File: src/lips_pkg.sv
// Constants, codes and types of the link init and pipe select block
// Functional notes
// - Mode/enable register resets FF, gen2 and enables
// - Two rate registers, reverse/forward fields per link
// - Reverse 00 187.5M; forward 01 3G, 10 6G
// - Reset bits 7:4 hold links in reset
// - Bits 3:0 fire self-clearing one-shot link reset
// - Link reset also resets pipes fed by it
// - Cable register resets FF, coax or twisted pair
// - Power-up pin sets all modes, then per-link
// - Open-drain lock: all enabled gen2 links locked
// - Gen2 per-link lock status at bit 3
// - Gen1 per-link lock status at bit 0
// - Gen2 lock comes from link, no software
// - Gen1 needs reverse control link brought up
// - Pipe select: link in upper, stream lower pair
// - Link select A..D, stream tag 0..3
// - Pipes with same selection each get copy
// - Pipe enable resets 1F, select-all and enables
// - Select-all takes every active stream of the selected link; otherwise the code takes one stream; both only for gen2 links, gen1 pipes get stream 0
// - Gen1 links map to own pipes, one enabled
package lips_pkg;
  // ----------------------------------------------------------
  // Register offsets
  // ----------------------------------------------------------
  localparam logic [15:0] ADDR_MODE_EN = 16'h0006;
  localparam logic [15:0] ADDR_RATE_AB = 16'h0010;
  localparam logic [15:0] ADDR_RATE_CD = 16'h0011;
  localparam logic [15:0] ADDR_LINK_RST = 16'h0018;
  localparam logic [15:0] ADDR_CABLE = 16'h0022;
  localparam logic [15:0] ADDR_PSEL_01 = 16'h00F0;
  localparam logic [15:0] ADDR_PSEL_23 = 16'h00F1;
  localparam logic [15:0] ADDR_PIPE_EN = 16'h00F4;
  localparam logic [15:0] ADDR_LOCK2_A = 16'h001A;
  localparam logic [15:0] ADDR_LOCK2_B = 16'h000A;
  localparam logic [15:0] ADDR_LOCK2_C = 16'h000B;
  localparam logic [15:0] ADDR_LOCK2_D = 16'h000C;
  localparam logic [15:0] ADDR_LOCK1_A = 16'h0BCB;
  localparam logic [15:0] ADDR_LOCK1_B = 16'h0CCB;
  localparam logic [15:0] ADDR_LOCK1_C = 16'h0DCB;
  localparam logic [15:0] ADDR_LOCK1_D = 16'h0ECB;
  // ----------------------------------------------------------
  // Reset values
  // ----------------------------------------------------------
  localparam logic [7:0] RST_MODE_EN = 8'hFF;
  localparam logic [7:0] RST_RATE = 8'h22;
  localparam logic [3:0] RST_LINK_HOLD = 4'h0;
  localparam logic [7:0] RST_CABLE = 8'hFF;
  localparam logic [7:0] RST_PSEL_01 = 8'h62;
  localparam logic [7:0] RST_PSEL_23 = 8'hEA;
  localparam logic [4:0] RST_PIPE_EN = 5'h1F;
  // ----------------------------------------------------------
  // Field layout and codes
  // ----------------------------------------------------------
  localparam logic [7:0] LOCK2_MASK = 8'h08;
  localparam logic [7:0] LOCK1_MASK = 8'h01;
  localparam logic [1:0] REV_187M5 = 2'h0;
  localparam logic [1:0] FWD_3G = 2'h1;
  localparam logic [1:0] FWD_6G = 2'h2;
  localparam logic [3:0] GEN1_STREAM_MASK = 4'h1;
  // Start-up sequencing of the mode strap capture
  typedef enum logic [1:0] {
    LIPS_INIT = 2'b00,
    LIPS_RUN = 2'b01
  } lips_state_t;
endpackage

File: src/lips_cfg_if.sv
// Configuration and result bundle between register bank and pipe map
`timescale 1ns/10ps
interface lips_cfg_if;
  logic [3:0] link_gen2;
  logic [3:0] link_enable;
  logic [3:0] link_hold;
  logic [3:0] link_pulse;
  logic [7:0] psel_01;
  logic [7:0] psel_23;
  logic [3:0] pipe_on;
  logic sel_all;
  logic [15:0] stream_active;
  logic [7:0] pipe_link;
  logic [15:0] pipe_stream_mask;
  logic [3:0] pipe_active;
  logic [3:0] pipe_reset;
  modport regs (
    output link_gen2, link_enable, link_hold, link_pulse,
    output psel_01, psel_23, pipe_on, sel_all, stream_active,
    input pipe_link, pipe_stream_mask, pipe_active, pipe_reset
  );
  modport pipes (
    input link_gen2, link_enable, link_hold, link_pulse,
    input psel_01, psel_23, pipe_on, sel_all, stream_active,
    output pipe_link, pipe_stream_mask, pipe_active, pipe_reset
  );
endinterface

File: src/lips_pipe_map.sv
// Video pipe to link and stream routing with per-pipe reset
`timescale 1ns/10ps
module lips_pipe_map (
  // Clock and reset
  input wire logic clock,
  input wire logic reset,
  // Configuration in, routing out
  lips_cfg_if.pipes cfg
);
  logic [7:0] next_link;
  logic [15:0] next_mask;
  logic [3:0] next_active;
  logic [3:0] next_reset;

  // Two-bit code to one-hot nibble
  function automatic logic [3:0] onehot(input logic [1:0] code);
    onehot = 4'h1 << code;
  endfunction

  // Route each pipe; gen1 links feed their own pipe
  always_comb begin
    logic [7:0] sel;
    logic [1:0] lk;
    sel = 8'h00;
    lk = 2'h0;
    next_link = 8'h00;
    next_mask = 16'h0000;
    next_active = 4'h0;
    next_reset = 4'h0;
    for (int p = 0; p < 4; p++) begin
      sel = (p < 2) ? cfg.psel_01 : cfg.psel_23;
      if (!cfg.link_gen2[p]) begin
        lk = 2'(p);
        next_mask[p*4 +: 4] = lips_pkg::GEN1_STREAM_MASK;
      end else begin
        lk = sel[(p%2)*4+2 +: 2];
        if (cfg.sel_all) begin
          next_mask[p*4 +: 4] = cfg.stream_active[lk*4 +: 4];
        end else begin
          next_mask[p*4 +: 4] = onehot(sel[(p%2)*4 +: 2]);
        end
      end
      next_link[p*2 +: 2] = lk;
      next_active[p] = cfg.pipe_on[p] & cfg.link_enable[lk];
      next_reset[p] = cfg.link_hold[lk] | cfg.link_pulse[lk];
    end
  end

  // Register routing
  always_ff @(posedge clock) begin
    if (reset) begin
      cfg.pipe_link <= 8'h00;
      cfg.pipe_stream_mask <= 16'h0000;
      cfg.pipe_active <= 4'h0;
      cfg.pipe_reset <= 4'hF;
    end else begin
      cfg.pipe_link <= next_link;
      cfg.pipe_stream_mask <= next_mask;
      cfg.pipe_active <= next_active;
      cfg.pipe_reset <= next_reset;
    end
  end
endmodule

File: src/lips_top.sv
// Link init, lock report and pipe select register bank
`timescale 1ns/10ps
module lips_top (
  // Clock and reset
  input wire logic clock,
  input wire logic reset,
  // Register access
  input wire logic reg_write,
  input wire logic reg_read,
  input wire logic [15:0] reg_addr,
  input wire logic [7:0] reg_wdata,
  output logic [7:0] reg_rdata,
  output logic reg_rvalid,
  // Straps and link status
  input wire logic powerup_mode_pin,
  input wire logic [3:0] phy_lock_gen2,
  input wire logic [3:0] phy_lock_gen1,
  input wire logic [15:0] stream_active,
  // Link configuration
  output logic [3:0] link_enable,
  output logic [3:0] link_gen2,
  output logic [7:0] link_fwd_rate,
  output logic [7:0] link_rev_rate,
  output logic [3:0] link_rate_ok,
  output logic cable_kind_a,
  output logic cable_kind_b,
  output logic cable_kind_c,
  output logic cable_kind_d,
  // Link resets and reverse channel
  output logic [3:0] link_hold_reset,
  output logic [3:0] single_pulse_link_reset,
  output logic [3:0] reverse_ctrl_enable,
  // Open-drain lock pin
  output logic multi_function_pin_four_o,
  output logic multi_function_pin_four_oe,
  // Pipe routing
  output logic [7:0] pipe_link,
  output logic [15:0] pipe_stream_mask,
  output logic [3:0] pipe_active,
  output logic [3:0] pipe_reset
);
  // ----------------------------------------------------------
  // State
  // ----------------------------------------------------------
  lips_pkg::lips_state_t state, next_state;
  logic [7:0] mode_en, next_mode_en;
  logic [7:0] rate_ab, next_rate_ab;
  logic [7:0] rate_cd, next_rate_cd;
  logic [3:0] hold, next_hold;
  logic [3:0] pulse, next_pulse;
  logic [7:0] cable, next_cable;
  logic [7:0] psel_01, next_psel_01;
  logic [7:0] psel_23, next_psel_23;
  logic [4:0] pipe_en, next_pipe_en;
  logic [7:0] next_rdata;
  logic next_rvalid;
  logic [3:0] next_rate_ok;
  logic [3:0] next_rev_ctrl;
  logic next_lock_oe;
  logic all_locked;
  lips_cfg_if cfg ();

  // Valid pair of reverse and forward rate codes
  function automatic logic rate_valid(input logic [3:0] f);
    rate_valid = (f[3:2] == lips_pkg::REV_187M5)
      && (f[1:0] == lips_pkg::FWD_3G || f[1:0] == lips_pkg::FWD_6G);
  endfunction

  // Status byte from a lock level
  function automatic logic [7:0] lock_byte(input logic lk,
                                           input logic [7:0] mask);
    lock_byte = lk ? mask : 8'h00;
  endfunction

  // Lock pin condition over enabled gen2 links
  assign all_locked = &(~(mode_en[3:0] & mode_en[7:4]) | phy_lock_gen2);

  // ----------------------------------------------------------
  // Register writes and derived controls
  // ----------------------------------------------------------
  always_comb begin
    next_state = state;
    next_mode_en = mode_en;
    next_rate_ab = rate_ab;
    next_rate_cd = rate_cd;
    next_hold = hold;
    next_pulse = 4'h0;
    next_cable = cable;
    next_psel_01 = psel_01;
    next_psel_23 = psel_23;
    next_pipe_en = pipe_en;
    // Strap capture once after reset release
    case (state)
      lips_pkg::LIPS_INIT: begin
        next_mode_en[7:4] = {4{powerup_mode_pin}};
        next_state = lips_pkg::LIPS_RUN;
      end
      lips_pkg::LIPS_RUN: begin
        next_state = lips_pkg::LIPS_RUN;
      end
      default: begin
        next_state = lips_pkg::LIPS_INIT;
      end
    endcase
    if (reg_write) begin
      if (reg_addr == lips_pkg::ADDR_MODE_EN) begin
        next_mode_en = reg_wdata;
      end else if (reg_addr == lips_pkg::ADDR_RATE_AB) begin
        next_rate_ab = reg_wdata;
      end else if (reg_addr == lips_pkg::ADDR_RATE_CD) begin
        next_rate_cd = reg_wdata;
      end else if (reg_addr == lips_pkg::ADDR_LINK_RST) begin
        next_hold = reg_wdata[7:4];
        next_pulse = reg_wdata[3:0];
      end else if (reg_addr == lips_pkg::ADDR_CABLE) begin
        next_cable = reg_wdata;
      end else if (reg_addr == lips_pkg::ADDR_PSEL_01) begin
        next_psel_01 = reg_wdata;
      end else if (reg_addr == lips_pkg::ADDR_PSEL_23) begin
        next_psel_23 = reg_wdata;
      end else if (reg_addr == lips_pkg::ADDR_PIPE_EN) begin
        next_pipe_en[4] = reg_wdata[4];
        if (reg_wdata[3:0] != 4'h0) begin
          next_pipe_en[3:0] = reg_wdata[3:0];
        end
      end
    end
    next_rate_ok = {rate_valid(rate_cd[7:4]), rate_valid(rate_cd[3:0]),
                    rate_valid(rate_ab[7:4]), rate_valid(rate_ab[3:0])};
    next_rev_ctrl = mode_en[3:0] & ~mode_en[7:4] & ~hold;
    next_lock_oe = ~all_locked;
  end

  // ----------------------------------------------------------
  // Register reads
  // ----------------------------------------------------------
  always_comb begin
    next_rvalid = reg_read;
    next_rdata = 8'h00;
    if (!reg_read) begin
      next_rdata = 8'h00;
    end else if (reg_addr == lips_pkg::ADDR_MODE_EN) begin
      next_rdata = mode_en;
    end else if (reg_addr == lips_pkg::ADDR_RATE_AB) begin
      next_rdata = rate_ab;
    end else if (reg_addr == lips_pkg::ADDR_RATE_CD) begin
      next_rdata = rate_cd;
    end else if (reg_addr == lips_pkg::ADDR_LINK_RST) begin
      next_rdata = {hold, 4'h0};
    end else if (reg_addr == lips_pkg::ADDR_CABLE) begin
      next_rdata = cable;
    end else if (reg_addr == lips_pkg::ADDR_PSEL_01) begin
      next_rdata = psel_01;
    end else if (reg_addr == lips_pkg::ADDR_PSEL_23) begin
      next_rdata = psel_23;
    end else if (reg_addr == lips_pkg::ADDR_PIPE_EN) begin
      next_rdata = {3'h0, pipe_en};
    end else if (reg_addr == lips_pkg::ADDR_LOCK2_A) begin
      next_rdata = lock_byte(phy_lock_gen2[0], lips_pkg::LOCK2_MASK);
    end else if (reg_addr == lips_pkg::ADDR_LOCK2_B) begin
      next_rdata = lock_byte(phy_lock_gen2[1], lips_pkg::LOCK2_MASK);
    end else if (reg_addr == lips_pkg::ADDR_LOCK2_C) begin
      next_rdata = lock_byte(phy_lock_gen2[2], lips_pkg::LOCK2_MASK);
    end else if (reg_addr == lips_pkg::ADDR_LOCK2_D) begin
      next_rdata = lock_byte(phy_lock_gen2[3], lips_pkg::LOCK2_MASK);
    end else if (reg_addr == lips_pkg::ADDR_LOCK1_A) begin
      next_rdata = lock_byte(phy_lock_gen1[0], lips_pkg::LOCK1_MASK);
    end else if (reg_addr == lips_pkg::ADDR_LOCK1_B) begin
      next_rdata = lock_byte(phy_lock_gen1[1], lips_pkg::LOCK1_MASK);
    end else if (reg_addr == lips_pkg::ADDR_LOCK1_C) begin
      next_rdata = lock_byte(phy_lock_gen1[2], lips_pkg::LOCK1_MASK);
    end else if (reg_addr == lips_pkg::ADDR_LOCK1_D) begin
      next_rdata = lock_byte(phy_lock_gen1[3], lips_pkg::LOCK1_MASK);
    end
  end

  // ----------------------------------------------------------
  // Registers
  // ----------------------------------------------------------
  always_ff @(posedge clock) begin
    if (reset) begin
      state <= lips_pkg::LIPS_INIT;
      mode_en <= lips_pkg::RST_MODE_EN;
      rate_ab <= lips_pkg::RST_RATE;
      rate_cd <= lips_pkg::RST_RATE;
      hold <= lips_pkg::RST_LINK_HOLD;
      pulse <= 4'h0;
      cable <= lips_pkg::RST_CABLE;
      psel_01 <= lips_pkg::RST_PSEL_01;
      psel_23 <= lips_pkg::RST_PSEL_23;
      pipe_en <= lips_pkg::RST_PIPE_EN;
      reg_rdata <= 8'h00;
      reg_rvalid <= 1'b0;
      link_rate_ok <= 4'hF;
      reverse_ctrl_enable <= 4'h0;
      multi_function_pin_four_oe <= 1'b1;
      multi_function_pin_four_o <= 1'b0;
    end else begin
      state <= next_state;
      mode_en <= next_mode_en;
      rate_ab <= next_rate_ab;
      rate_cd <= next_rate_cd;
      hold <= next_hold;
      pulse <= next_pulse;
      cable <= next_cable;
      psel_01 <= next_psel_01;
      psel_23 <= next_psel_23;
      pipe_en <= next_pipe_en;
      reg_rdata <= next_rdata;
      reg_rvalid <= next_rvalid;
      link_rate_ok <= next_rate_ok;
      reverse_ctrl_enable <= next_rev_ctrl;
      multi_function_pin_four_oe <= next_lock_oe;
      multi_function_pin_four_o <= 1'b0;
    end
  end

  // ----------------------------------------------------------
  // Outputs and pipe routing
  // ----------------------------------------------------------
  assign link_enable = mode_en[3:0];
  assign link_gen2 = mode_en[7:4];
  assign link_fwd_rate = {rate_cd[5:4], rate_cd[1:0],
                          rate_ab[5:4], rate_ab[1:0]};
  assign link_rev_rate = {rate_cd[7:6], rate_cd[3:2],
                          rate_ab[7:6], rate_ab[3:2]};
  assign cable_kind_a = cable[0];
  assign cable_kind_b = cable[2];
  assign cable_kind_c = cable[4];
  assign cable_kind_d = cable[6];
  assign link_hold_reset = hold;
  assign single_pulse_link_reset = pulse;
  assign cfg.link_gen2 = mode_en[7:4];
  assign cfg.link_enable = mode_en[3:0];
  assign cfg.link_hold = hold;
  assign cfg.link_pulse = pulse;
  assign cfg.psel_01 = psel_01;
  assign cfg.psel_23 = psel_23;
  assign cfg.pipe_on = pipe_en[3:0];
  assign cfg.sel_all = pipe_en[4];
  assign cfg.stream_active = stream_active;
  assign pipe_link = cfg.pipe_link;
  assign pipe_stream_mask = cfg.pipe_stream_mask;
  assign pipe_active = cfg.pipe_active;
  assign pipe_reset = cfg.pipe_reset;

  lips_pipe_map u_pipe_map (
    .clock(clock),
    .reset(reset),
    .cfg(cfg.pipes)
  );
endmodule

File: config.mk
export PLATFORM = sky130hd
export DESIGN_NAME = lips_top
export DESIGN_NICKNAME = d
export VERILOG_FILES = /design/src/lips_pkg.sv /design/src/lips_cfg_if.sv /design/src/lips_pipe_map.sv /design/src/lips_top.sv
export SDC_FILE = /design/constraint.sdc
export NUM_CORES = 1
export LEC_CHECK = 0
export BUFFER_PORTS_ARGS = -buffer_cell sky130_fd_sc_hd__buf_2
export CORE_MARGIN = 1.5
export CORE_UTILIZATION = 35
export DETAILED_ROUTE_END_ITERATION = 16
export PLACE_DENSITY = 0.56
export SETUP_SLACK_MARGIN = 0.4
export SLEW_MARGIN = 10
export SYNTH_ARGS = -nofsm -noshare
export SYNTH_HDL_FRONTEND = slang
export SYNTH_SLANG_ARGS = --single-unit
File: constraint.sdc
create_clock -name clock -period 3 [get_ports clock]
set_input_delay 0.9 -clock clock [delete_from_list [all_inputs] [get_ports clock]]
set_output_delay 0.9 -clock clock [all_outputs]
set_load 0.1 [all_outputs]
Word-level counts from Yosys, hierarchy flattened
Index checks and enable logic that the tools add are counted.
- equal/unequal tests: 25
- reduce and logical (&&, ||, !) cells: 31
- order comparisons: 4
- $mul: 0
- bitwise logic cells: 29
- divide/modulo/power cells: 0
- add/subtract/negate cells: 0
- shifts and indexed selects: 8
- muxes and demuxes: 64
- operator list (kind ; count):
    8-bit 2-to-1 mux ; 9
    16-bit by 12-bit == test with 1-bit output (second input constant) ; 4
    16-bit by 5-bit == test with 1-bit output (second input constant) ; 4
    16-bit by 5-bit variable part select with 4-bit output ; 4
    4-bit 2-to-1 mux ; 13
    16-bit by 4-bit == test with 1-bit output (second input constant) ; 3
    16-bit by 8-bit == test with 1-bit output (second input constant) ; 3
    1-bit 2-to-1 mux ; 25
    1-bit binary-select mux with 2-bit select ; 12
    16-bit by 3-bit == test with 1-bit output (second input constant) ; 1
    16-bit by 6-bit == test with 1-bit output (second input constant) ; 1
    1-bit by 2-bit << shifter with 4-bit output (first input constant) ; 4
    1-bit inverter ; 14
    4-bit AND ; 3
    2-bit by 3-bit < comparator with 1-bit output (second input constant) ; 4
    4-bit inverter ; 3
    2-bit OR reduction ; 6
    2-bit by 1-bit == test with 1-bit output (second input constant) ; 5
    2-bit logical NOT ; 5
    10-bit AND reduction ; 1
    9-bit AND reduction ; 1
    2-bit == test (second input constant) ; 4
    2-bit 2-to-1 mux ; 4
    4-bit AND reduction ; 2
    14 further kinds ; 26
- memories kept: 0
- bits in latches: 0
- memory bits (writable): 0
- output and inout bits: 87
- bits of input ports: 53
- logic and storage cells: 186
- register bits: 113
- memory bits (read-only): 0

Longest topological paths before layout
Gate-level depths: netlist (run 1).
- word-level depth: 17
- depth in mapped cells: 9
- depth with buffers taken out: 6

Modules after synthesis
From an unflattened synthesis (run 1), not the netlist that was laid out.
- cell total of the unflattened synthesis: 567
- area total of the unflattened synthesis: 5417.7 sq um
- modules (own cells, without submodules) (module ; seq. area each (sq um) ; times used ; cells an instance ; area an instance (sq um)):
    lips_top ; 1601.5 ; 1 ; 400 ; 3664.8
    lips_pipe_map ; 640.6 ; 1 ; 167 ; 1752.9

Worst setup path before layout (run 1)
No wires, ideal clock.
- kind: in2reg
- start point: input port reg_addr[13]
- end point: register reg_rdata[3]
- data required time: 2.927 ns
- arrival: 2.742 ns
- slack: 0.185 ns
- stages on the path: 7
- buffers on the path: 1
- setup time: 0.073 ns
- cell sequence: or4_1 > buf_4 > nor4_2 > a22oi_1 > and4_1 > o311a_1 > nor3_2
- cells in the longest elaborated chain, start to end: 13
- elaborated cells on any way between the ends: 24
- those cells by class: eq/ne: 12; mux: 12
- ends and longest elaborated chain (item ; line ; RTL):
    start: declaration ; lips_top.sv:10 ; input wire logic [15:0] reg_addr,
    16-bit by 4-bit == test with 1-bit output ; lips_top.sv:164 ; end else if (reg_addr == lips_pkg::ADDR_LOCK2_D) begin
    4-bit 2-to-1 mux ; lips_top.sv:164 ;
    4-bit 2-to-1 mux ; lips_top.sv:162 ; end else if (reg_addr == lips_pkg::ADDR_LOCK2_C) begin
    4-bit 2-to-1 mux ; lips_top.sv:160 ; end else if (reg_addr == lips_pkg::ADDR_LOCK2_B) begin
    4-bit 2-to-1 mux ; lips_top.sv:158 ; end else if (reg_addr == lips_pkg::ADDR_LOCK2_A) begin
    5-bit 2-to-1 mux ; lips_top.sv:156 ; end else if (reg_addr == lips_pkg::ADDR_PIPE_EN) begin
    8-bit 2-to-1 mux ; lips_top.sv:154 ; end else if (reg_addr == lips_pkg::ADDR_PSEL_23) begin
    8-bit 2-to-1 mux ; lips_top.sv:152 ; end else if (reg_addr == lips_pkg::ADDR_PSEL_01) begin
    8-bit 2-to-1 mux ; lips_top.sv:150 ; end else if (reg_addr == lips_pkg::ADDR_CABLE) begin
    8-bit 2-to-1 mux ; lips_top.sv:148 ; end else if (reg_addr == lips_pkg::ADDR_LINK_RST) begin
    8-bit 2-to-1 mux ; lips_top.sv:146 ; end else if (reg_addr == lips_pkg::ADDR_RATE_CD) begin
    8-bit 2-to-1 mux ; lips_top.sv:144 ; end else if (reg_addr == lips_pkg::ADDR_RATE_AB) begin
    8-bit 2-to-1 mux * ; lips_top.sv:142 ; end else if (reg_addr == lips_pkg::ADDR_MODE_EN) begin
    end signal: assignment ; lips_top.sv:209 ; reg_rdata <= next_rdata;
    end: declaration ; lips_top.sv:12 ; output logic [7:0] reg_rdata,
Mark *: on every way between the ends. The rest lies on a longest branch, timed or not.
A chain may end at the register's enable or synchronous reset.

Worst setup path after layout (run 1)
- start point: input port reg_addr[11]
- end point: register pipe_en[3]
- cells in the longest elaborated chain, start to end: 3
- elaborated cells on any way between the ends: 16
- those cells by class: eq/ne: 8; bitwise: 7; reduce/logical: 1
- ends and longest elaborated chain (item ; line ; RTL):
    16-bit by 8-bit == test with 1-bit output (tied with other cells) ; lips_top.sv:119 ; end else if (reg_addr == lips_pkg::ADDR_PSEL_23) begin
    1-bit inverter (no source line) ; n/a ;
    10-bit AND reduction (no source line) * ; n/a ;
    end signal: assignment ; lips_top.sv:191 ; pipe_en <= lips_pkg::RST_PIPE_EN;
    end signal: assignment ; lips_top.sv:208 ; pipe_en <= next_pipe_en;
    end: declaration ; lips_top.sv:54 ; logic [4:0] pipe_en, next_pipe_en;
Marked as above.

==> results of run 1 <==
cell type report:
cell class	count	area, µm²
inverter	12	45.0
fill	1477	8020
clock inverter	6	73.8
multi-input combinational	442	3040
timing repair buffer	203	1250
tap	188	235
sequential	112	2240
clock buffer	10	239
through the flow:
| stage | hold WS [ns] | worst slack (ns) | TNS [ns] | power [W] | utilization, % |
|---|---|---|---|---|---|
| floorplan | 0.446 | 0.227 | 0 | 0.00191 | - |
| global route | 0.524 | 0.350 | 0 | 0.00341 | 47.1 |
| finish | 0.510 | 0.405 | 0 | 0.00332 | 47.1 |
| global placement | 0.483 | -0.107 | -2.53 | 0.00205 | 43.3 |
| detailed placement | 0.495 | -0.0914 | -1.73 | 0.00206 | 43.3 |
| CTS | 0.508 | 0.398 | 0 | 0.00332 | 46.1 |
per-layer routing:
layer | vias up | GRT usage (%)
li1 | 2561 | -
met4 | 0 | 9.56
met5 | - | 0
met1 | 2559 | 31.6
met2 | 243 | 39.5
met3 | 37 | 4.61
flip-flops by register name (all words and copies together), names as in the netlist, 4 cells and up:
signal                           count
u_pipe_map.cfg.pipe_stream_mask     16
cable                                8
cfg.psel_01                          8
cfg.psel_23                          8
mode_en                              8
rate_ab                              8
rate_cd                              8
reg_rdata                            8
u_pipe_map.cfg.pipe_link             8
pipe_en                              5
link_hold_reset                      4
link_rate_ok                         4
reverse_ctrl_enable                  4
single_pulse_link_reset              4
u_pipe_map.cfg.pipe_active           4
u_pipe_map.cfg.pipe_reset            4
cells in the final DEF (no fill, tap or decap), types with 4 or more instances in the layout:
master and n:
nor4_4 4, nand2b_1 6, dfxtp_1 112, a22oi_1 6, clkbuf_16 9, nor2b_1 11
nand2_1 59, buf_6 13, o31ai_1 9, mux4_2 16, nor4_1 5, nand3_1 9
or4b_4 4, nor4b_1 5, a21oi_1 50, mux2i_1 28, and3_1 7, nor3b_1 8
buf_2 133, nor3_2 4, o211ai_1 4, and4_1 4, nor3_1 27, xnor2_1 5
nand4_1 4, nor2_1 78, o21ai_0 18, inv_1 11, buf_4 56, o21a_1 4
a221o_1 7, and2_1 8, or3_1 4
kinds of logic (layout without fill, tap and decap cells):
| kind of cell | after synthesis | count (layout) | synth area share, % |
|---|---|---|---|
| simple gates | 266 | 267 | 26.1 |
| compound gates | 123 | 123 | 14.4 |
| flops | 112 | 112 | 41.4 |
| buf+inv | 64 | 231 | 5.01 |
| mux | 46 | 46 | 12.2 |
| xor+xnor | 5 | 5 | 0.808 |
| other cells | 1 | 1 | 0.0692 |
worst min-delay path by stage:
stage,startpoint,slack [ns],to
final,rate_ab[7],0.51,rate_ab[7]
after global routing,rate_ab[6],0.52,rate_ab[6]
after CTS,rate_ab[6],0.51,rate_ab[6]
after detailed placement,rate_ab[6],0.50,rate_ab[6]
after global placement,rate_ab[7],0.48,rate_ab[7]
after floorplan,pipe_en[1],0.45,u_pipe_map.cfg.pipe_active[1]
critical path, cell delays in order:
cell and delay (ns):
buf_6 0.09, or4_4 0.59, buf_4 0.19, nor4_4 0.29, nor2b_1 0.14, and2_2 0.28
a221o_1 0.37
synthesized netlist by cell type (6+ instances only):
master / count
nor3_1: 30
mux2i_1: 28
nand2b_1: 6
o31ai_1: 9
nor4_1: 7
nor3b_1: 8
nor2b_1: 11
a21oi_1: 51
dfxtp_1: 112
inv_1: 11
o21ai_0: 18
nand2_1: 60
and2_1: 9
clkbuf_1: 37
mux4_2: 16
nand3_1: 9
and3_1: 9
a221o_1: 7
buf_2: 8
nor2_1: 80
a22oi_1: 6
power groups by stage:
stage	logic, W	registers, W	clock network, W
6_report	0.000513	0.00152	0.00128
3_5_place_dp	0.000498	0.00156	0
5_1_grt	0.000536	0.00153	0.00135
4_1_cts	0.000505	0.00152	0.00130
3_3_place_gp	0.000494	0.00156	0
2_1_floorplan	0.000131	0.00178	0
timing repair:
action / CTS / global route
gates cloned: 1 / 0
gates resized for setup: 13 / 23
setup buffers: 4 / 7
pin swaps: 9 / 12
endpoints found under the setup margin: 48 / 47
==> results.json, run 1 <==
{
  "worstMarginPinSlew_ns": 0.697,
  "yosysWarnings": 0,
  "first_global_vias": 5013,
  "grt.total_usage_pct": 24.2,
  "startpoint_type": "input port",
  "switching_share_pct": 29.8,
  "fin_crit_sh_pct": 86.5,
  "seq_area_frac_synth_pct": 41.4,
  "vias_per_cell": 5.55,
  "synth_top_area_share_pct": 41.4,
  "clk_latency_ns": 0.37,
  "p_int_w": 0.00233,
  "dpl-instance-area_mm2": 0.00656,
  "chipWidth_um": 127,
  "crit_type": "in2reg",
  "grt_pass1_wl_mm": 29.4,
  "dr_total_vias": 5400,
  "drtAntennaViolNets": 0,
  "crit_arrival_ns": 2.85,
  "slew_viol_final": 0,
  "timing.rr.start": "cfg.psel_01[2]",
  "ys_top_cells_by_area": "dfxtp_1 (41%), mux4_2 (6.6%), nor2_1 (5.5%), mux2i_1 (5.2%), a21oi_1 (4.7%)",
  "cts-buffers-inserted": 9,
  "p_leak_nw": 3.03,
  "path_clk_slew_ns": 0.08,
  "globalplace.congestion": 0.867,
  "period_needed_ns": 2.60,
  "synthesis.nets": 670,
  "route.met2.wl_mm": 9.20,
  "async_reset_ff_share_pct": 0,
  "die_area_mm2": 0.0162,
  "fmax_mhz": 385,
  "start_util_pct": 35.8,
  "wirelength_mm": 19.7,
  "synth_edf_count": 0,
  "p_switching_w": 0.000989,
  "htree_levels": 3,
  "pin_count": 140,
  "cap_violations": 0,
  "cts_root_buf": "clkbuf_16",
  "critPathMaxFanout": 9,
  "crit_start": "reg_addr[11]",
  "die_h_um": 127,
  "first_pass_iters": 5,
  "relSlewSlack_pct": 53.5,
  "drt_iter0_markers": 454,
  "met3_length_mm": 1.40,
  "critPathRequiredTime_ns": 3.26,
  "avgRoutedWirePerCell_um": 20.3,
  "clk_path_buf_depth": 2,
  "grt_max_degree": 34,
  "synth_area_per_cell_um2": 8.79,
  "power_density_mw_per_mm2": 465,
  "fin_worst_skew_ns": 0.0106,
  "drive_gt1_share_pct": 34.0,
  "synth_top_cell_by_area": "dfxtp_1",
  "crit_end": "pipe_en[3]",
  "p_clk_share_pct": 38.6,
  "synth_seq_cells": 112,
  "n_antenna_cell": 0,
  "nNetsFinal": 833,
  "status": "complete, no violations",
  "syn_area_mm2": 0.00542,
  "syn_inst": 617,
  "cts_sinks": 112,
  "area_growth_pct": 31.5,
  "r2r_end": "u_pipe_map.cfg.pipe_stream_mask[0]",
  "wl_met1_mm": 8.56,
  "peakVddDrop_v": 0.000279,
  "seq_power_share_pct": 45.9,
  "portBuffers": 138,
  "worstSetupEndpointType": "flip-flop",
  "synth_cell_types": 61,
  "fin_cells": 973,
  "globalRouteOverflowTotal": 0,
  "cts_hold_buf": 0,
  "core-area_mm2": 0.0151,
  "worst_hold_path_type": "reg2reg",
  "highest_layer": "met4",
  "combPwrFrac_pct": 15.5,
  "place_hpwl_mm": 14.4,
  "post-place-cells": 945,
  "worstRegToRegCells": 3,
  "synth_flop_cell": "dfxtp_1",
  "stdcell_area_mm2": 0.00713,
  "hold_viol": 0,
  "hold_depth": 2,
  "setup_violations": 0,
  "regToRegSetupSlack_ns": 1.26,
  "core.rowCount": 45,
  "tritoncts": "done",
  "antenna_found_initial": 0,
  "rsz0062_at_grt": "yes",
  "drc_errors": 0
}
(Power assumes the default switching activity.)
==> run 2, diff against run 1 <==
==> constraint.sdc (replaced) <==
create_clock -name clock -period 3 [get_ports clock]
set_input_delay 0.6 -clock clock [delete_from_list [all_inputs] [get_ports clock]]
set_output_delay 0.6 -clock clock [all_outputs]
set_load 0.1 [all_outputs]
==> results.json, run 2 (synthesis results as in run 1) <==
{
  "status": "complete, no violations",
  "cap_violations": 0,
  "portBuffers": 138,
  "globalRouteOverflowTotal": 0,
  "critPathTopFamily": "simple AND/OR/NAND/NOR gates",
  "dr_total_vias": 5176,
  "finalPower_w": 0.00316,
  "cp_num_buf_inv": 3,
  "drive_gt1_share_pct": 27.1,
  "n_antenna_cell": 0,
  "clk_path_buf_depth": 2,
  "grt.total_usage_pct": 23.1,
  "grt_max_degree": 61,
  "cts_hold_buf": 0,
  "die_area_mm2": 0.0162,
  "peakVddDrop_v": 0.000315,
  "core.rowCount": 45,
  "worst_hold_path_type": "reg2reg",
  "largest_reg_flops": 16,
  "relSlewSlack_pct": 45.1,
  "fin_worst_skew_ns": 0.0128,
  "grt_pass1_wl_mm": 28.3,
  "vias_per_cell": 5.61,
  "period_needed_ns": 2.52,
  "drc_errors": 0,
  "mostFrequentLayoutCells": "buf_2 (138), dfxtp_1 (112), nor2_1 (80)",
  "cts_root_buf": "clkbuf_16",
  "hold_viol": 0,
  "antenna_found_initial": 0,
  "setup_tns_ns": 0,
  "chipWidth_um": 127,
  "first_global_vias": 4969,
  "die_h_um": 127,
  "fillers": 1510,
  "area_growth_pct": 20.1,
  "worst_path_most_repeated_cell": "buf_4",
  "start_util_pct": 35.8,
  "power_density_mw_per_mm2": 486,
  "fin_crit_sh_pct": 84.1,
  "crit_arrival_ns": 2.79,
  "cp_slowest_stage_delay_ns": 0.51,
  "drtAntennaViolNets": 0,
  "critPathRequiredTime_ns": 3.27,
  "first_pass_iters": 5,
  "tritoncts": "done",
  "slowest_stage": "or4_1",
  "nNetsFinal": 782,
  "core-area_mm2": 0.0151,
  "final_common_cell": "buf_2",
  "worstSetupEndpointType": "flip-flop",
  "p_leak_nw": 2.71,
  "cts-buffers-inserted": 9,
  "cts_sinks": 112,
  "drt_iter0_markers": 411,
  "path_clk_slew_ns": 0.07,
  "setup_violations": 0,
  "pre_cts_ws_ns": 0.0512,
  "clk_latency_ns": 0.36,
  "htree_levels": 3,
  "rsz0062_at_grt": "no",
  "startpoint_type": "input port",
  "largest_register": "u_pipe_map.cfg.pipe_stream_mask",
  "globalplace.congestion": 0.879,
  "worstMarginPinSlew_ns": 0.819,
  "pin_count": 140,
  "fmax_mhz": 396,
  "avgRoutedWirePerCell_um": 20.2,
  "place_hpwl_mm": 13.6,
  "setup_ws_ns": 0.476,
  "crit_chain": "buf_2 > or4_1 > buf_4 > or2_1 > nor4b_4 > buf_4 > a222oi_1 > and4_1 > nor3_1",
  "crit_type": "in2reg",
  "critPathMaxFanout": 10,
  "slew_viol_final": 0,
  "wirelength_mm": 18.7
}
-- run 2: worst reg2reg max path, stage by stage (launching register included) --
cell	delay [ns]
dfxtp_1	0.77
mux4_2	0.59
a21oi_1	0.20
a21oi_1	0.09
-- run 2: final cells by class --
type	count	area [µm²]	share of cell area [%]
clock buffers	10	229	3.52
repair buffers	153	803	12.3
multi-input cells	441	2910	44.7
inverters	12	45.0	0.692
flip-flops and latches	112	2240	34.4
clock inverters	6	50.0	0.768
well taps	188	235	3.61
-- run 2: final timing paths --
check	from	end	slack, ns	depth (start not counted)
worst max-delay path	reg_addr[13]	reg_rdata[7]	0.48	9
worst max register to register	cfg.psel_01[2]	u_pipe_map.cfg.pipe_stream_mask[0]	1.20	3
worst min-delay path	rate_ab[7]	rate_ab[7]	0.49	2
worst min register to register	rate_ab[7]	rate_ab[7]	0.49	2
-- run 2: per-layer routing --
layer / wire, µm / part of all wire [%] / track usage, %
met5: 0 / 0 / 0
met4: 637 / 3.4 / 9.49
met3: 1240 / 6.6 / 5.32
met2: 8640 / 46 / 38.0
met1: 8130 / 44 / 29.2
-- run 2: report_power, final --
part | total (W) | switching (W) | internal [W]
registers | 0.00154 | 0.0000218 | 0.00152
logic | 0.000463 | 0.000362 | 0.000101
clock network | 0.00116 | 0.000586 | 0.000577
-- run 2: repair_timing --
action,CTS,global route
setup buffers,0,1
gates resized for setup,0,1
setup endpoints to repair,0,5
hold endpoints to repair,0,0
-- run 2: per-stage QoR --
stage,std cells,instance area (µm²),hold WS [ns],util (%)
final,922,6510,0.488,43.0
after global routing,922,6510,0.528,43.0
after CTS,921,6500,0.491,42.9
after detailed placement,905,6230,0.481,41.1
after global placement,905,6230,0.482,41.1
after floorplan,617,5420,0.446,-
==> run 3, diff against run 2 <==
--- a/config.mk
+++ b/config.mk
@@ -5,11 +5,12 @@
 export SDC_FILE = /design/constraint.sdc
 export NUM_CORES = 1
 export LEC_CHECK = 0
+export ABC_AREA = 1
 export BUFFER_PORTS_ARGS = -buffer_cell sky130_fd_sc_hd__buf_2
 export CORE_MARGIN = 1.5
 export CORE_UTILIZATION = 35
 export DETAILED_ROUTE_END_ITERATION = 16
-export PLACE_DENSITY = 0.56
+export PLACE_DENSITY = 0.58
 export SETUP_SLACK_MARGIN = 0.4
 export SLEW_MARGIN = 10
 export SYNTH_ARGS = -nofsm -noshare
==> constraint.sdc (replaced) <==
create_clock -name clock -period 2.2 [get_ports clock]
set_input_delay 0.44 -clock clock [delete_from_list [all_inputs] [get_ports clock]]
set_output_delay 0.44 -clock clock [all_outputs]
set_load 0.1 [all_outputs]
==> results.json, run 3 <==
{
  "pre_cts_ws_ns": 0.154,
  "synth.most_common_cell": "dfxtp_1",
  "slowest_stage": "dfxtp_1",
  "setup_tns_ns": 0,
  "fin_crit_sh_pct": 80.3,
  "htree_levels": 3,
  "yosysWarnings": 0,
  "peakVddDrop_v": 0.000455,
  "clk_path_buf_depth": 2,
  "multiInputGateArea_mm2": 0.00273,
  "n_antenna_cell": 0,
  "drc_errors": 0,
  "crit_type": "reg2out",
  "synth_top_cell_by_area": "dfxtp_1",
  "grt_max_degree": 39,
  "vias_per_cell": 5.18,
  "synth_top_area_share_pct": 40.9,
  "synth_flop_cell": "dfxtp_1",
  "cap_violations": 0,
  "drtAntennaViolNets": 0,
  "cts_sinks": 112,
  "die_area_mm2": 0.0164,
  "fin_cells": 1096,
  "setup_violations": 0,
  "pin_count": 140,
  "holdPathEnd": "reg_rdata[4]",
  "slew_viol_final": 0,
  "post-place-cells": 1080,
  "start_util_pct": 35.9,
  "critPathTopFamily": "flip-flops",
  "syn_area_mm2": 0.00548,
  "cp_num_buf_inv": 1,
  "ys_top_cells_by_area": "dfxtp_1 (41%), o21ai_0 (9.8%), a21oi_1 (8.0%), nand2_1 (6.6%), inv_1 (6.0%)",
  "hold_viol": 0,
  "dr_total_vias": 5677,
  "synth_edf_count": 0,
  "path_clk_slew_ns": 0.08,
  "portBuffers": 138,
  "antenna_found_initial": 0,
  "drive_gt1_share_pct": 24.4,
  "power_density_mw_per_mm2": 650,
  "status": "complete, no violations",
  "wirelength_mm": 18.5,
  "seq_area_frac_synth_pct": 40.9,
  "ys_top_cells_by_count": "dfxtp_1 (112), o21ai_0 (107), nand2_1 (96)",
  "place_hpwl_mm": 14.2,
  "worstSetupEndpointType": "output port",
  "globalRouteOverflowTotal": 0,
  "largest_reg_flops": 16,
  "globalplace.congestion": 0.876,
  "rsz0062_at_grt": "yes",
  "synth_cell_types": 42,
  "cp_slowest_stage_delay_ns": 0.58,
  "clk_latency_ns": 0.37,
  "hp-start": "reg_read",
  "core.rowCount": 45,
  "startpoint_type": "flip-flop",
  "worstMarginPinSlew_ns": 0.555,
  "core-area_mm2": 0.0153,
  "synth_seq_cells": 112,
  "chipWidth_um": 128,
  "setup_ws_ns": 0.434,
  "drt_iter0_markers": 515,
  "grt.total_usage_pct": 22.8,
  "cts_hold_buf": 0,
  "first_global_vias": 5150,
  "syn_inst": 749,
  "die_h_um": 128,
  "cts-buffers-inserted": 9,
  "nNetsFinal": 933,
  "crit_arrival_ns": 1.33,
  "register_area_mm2": 0.00225,
  "first_pass_iters": 7,
  "largest_register": "u_pipe_map.cfg.pipe_stream_mask",
  "fillers": 1596,
  "synth_area_per_cell_um2": 7.32,
  "crit_start": "mode_en[0]",
  "p_leak_nw": 3.21,
  "mostFrequentLayoutCells": "buf_2 (134), dfxtp_1 (108), o21ai_0 (106)",
  "crit_chain": "buf_4",
  "async_reset_ff_share_pct": 0,
  "tritoncts": "done",
  "worstRegToRegCells": 4,
  "worst_hold_path_type": "in2reg",
  "grt_pass1_wl_mm": 28.5,
  "timing.rr.start": "cfg.psel_01[2]",
  "hold_depth": 3,
  "area_growth_pct": 22.2,
  "relSlewSlack_pct": 63.0,
  "critPathRequiredTime_ns": 1.76,
  "critPathMaxFanout": 8,
  "fin_worst_skew_ns": 0.0113,
  "avgRoutedWirePerCell_um": 16.9,
  "fmax_mhz": 566,
  "final_common_cell": "buf_2",
  "r2r_end": "reg_rdata[2]",
  "regToRegSetupSlack_ns": 0.56,
  "cts_root_buf": "clkbuf_16",
  "synthesis.nets": 802,
  "period_needed_ns": 1.77
}
run 3: per-stage QoR:
| stage | util, % | power (W) | hold slack (ns) | instance area, µm² |
|---|---|---|---|---|
| floorplan | - | 0.00259 | 0.438 | 5490 |
| global placement | 41.9 | 0.00277 | 0.457 | 6390 |
| detailed placement | 41.9 | 0.00277 | 0.462 | 6390 |
| CTS | 43.8 | 0.00438 | 0.336 | 6690 |
| global route | 43.9 | 0.00450 | 0.366 | 6700 |
| finish | 43.9 | 0.00436 | 0.338 | 6700 |
run 3: repair_timing:
action	CTS	global route
setup buffers	0	0
hold endpoints to repair	0	0
setup endpoints to repair	2	9
gates resized for setup	2	6
run 3: kinds of logic after synthesis:
| family | synth area share (%) |
|---|---|
| other | 0.0684 |
| flip-flops | 40.9 |
| AO/OA/AOI/OAI | 26.7 |
| AND/OR/NAND/NOR | 23.0 |
| buffers and inverters | 9.38 |
run 3: area by class of cell:
type | count | area share [%]
Inverter | 93 | 5.21
Tap cell | 211 | 3.94
Clock buffer | 10 | 3.42
Timing Repair Buffer | 152 | 12.2
Clock inverter | 6 | 0.915
Sequential cell | 112 | 33.5
Multi-Input combinational cell | 512 | 40.8
run 3: how the worst max path moves through the flow:
stage,to,cells past startpoint
after floorplan,pipe_en[0],10
after global placement,reg_rdata[3],11
after detailed placement,cfg.psel_23[2],10
after CTS,link_enable[1],1
after global routing,cfg.psel_01[2],11
final,link_enable[0],1
run 3: power by group:
group | leakage (nW) | switching [W] | internal, W | total [W]
Sequential | 0.913 | 0.0000245 | 0.00207 | 0.00209
Clock | 0.138 | 0.000839 | 0.000796 | 0.00164
Combinational | 2.16 | 0.000509 | 0.000120 | 0.000629
Total | 3.21 | 0.00137 | 0.00298 | 0.00436
run 3: metal layers:
metal  vias to the layer above  routed length (µm)  GRT usage, %
li1                       2817                   -             -
met1                      2598                8330          30.7
met2                       233                8620          37.2
met3                        29                1210          3.84
met4                         0                 361          7.40
met5                         -                   0             0
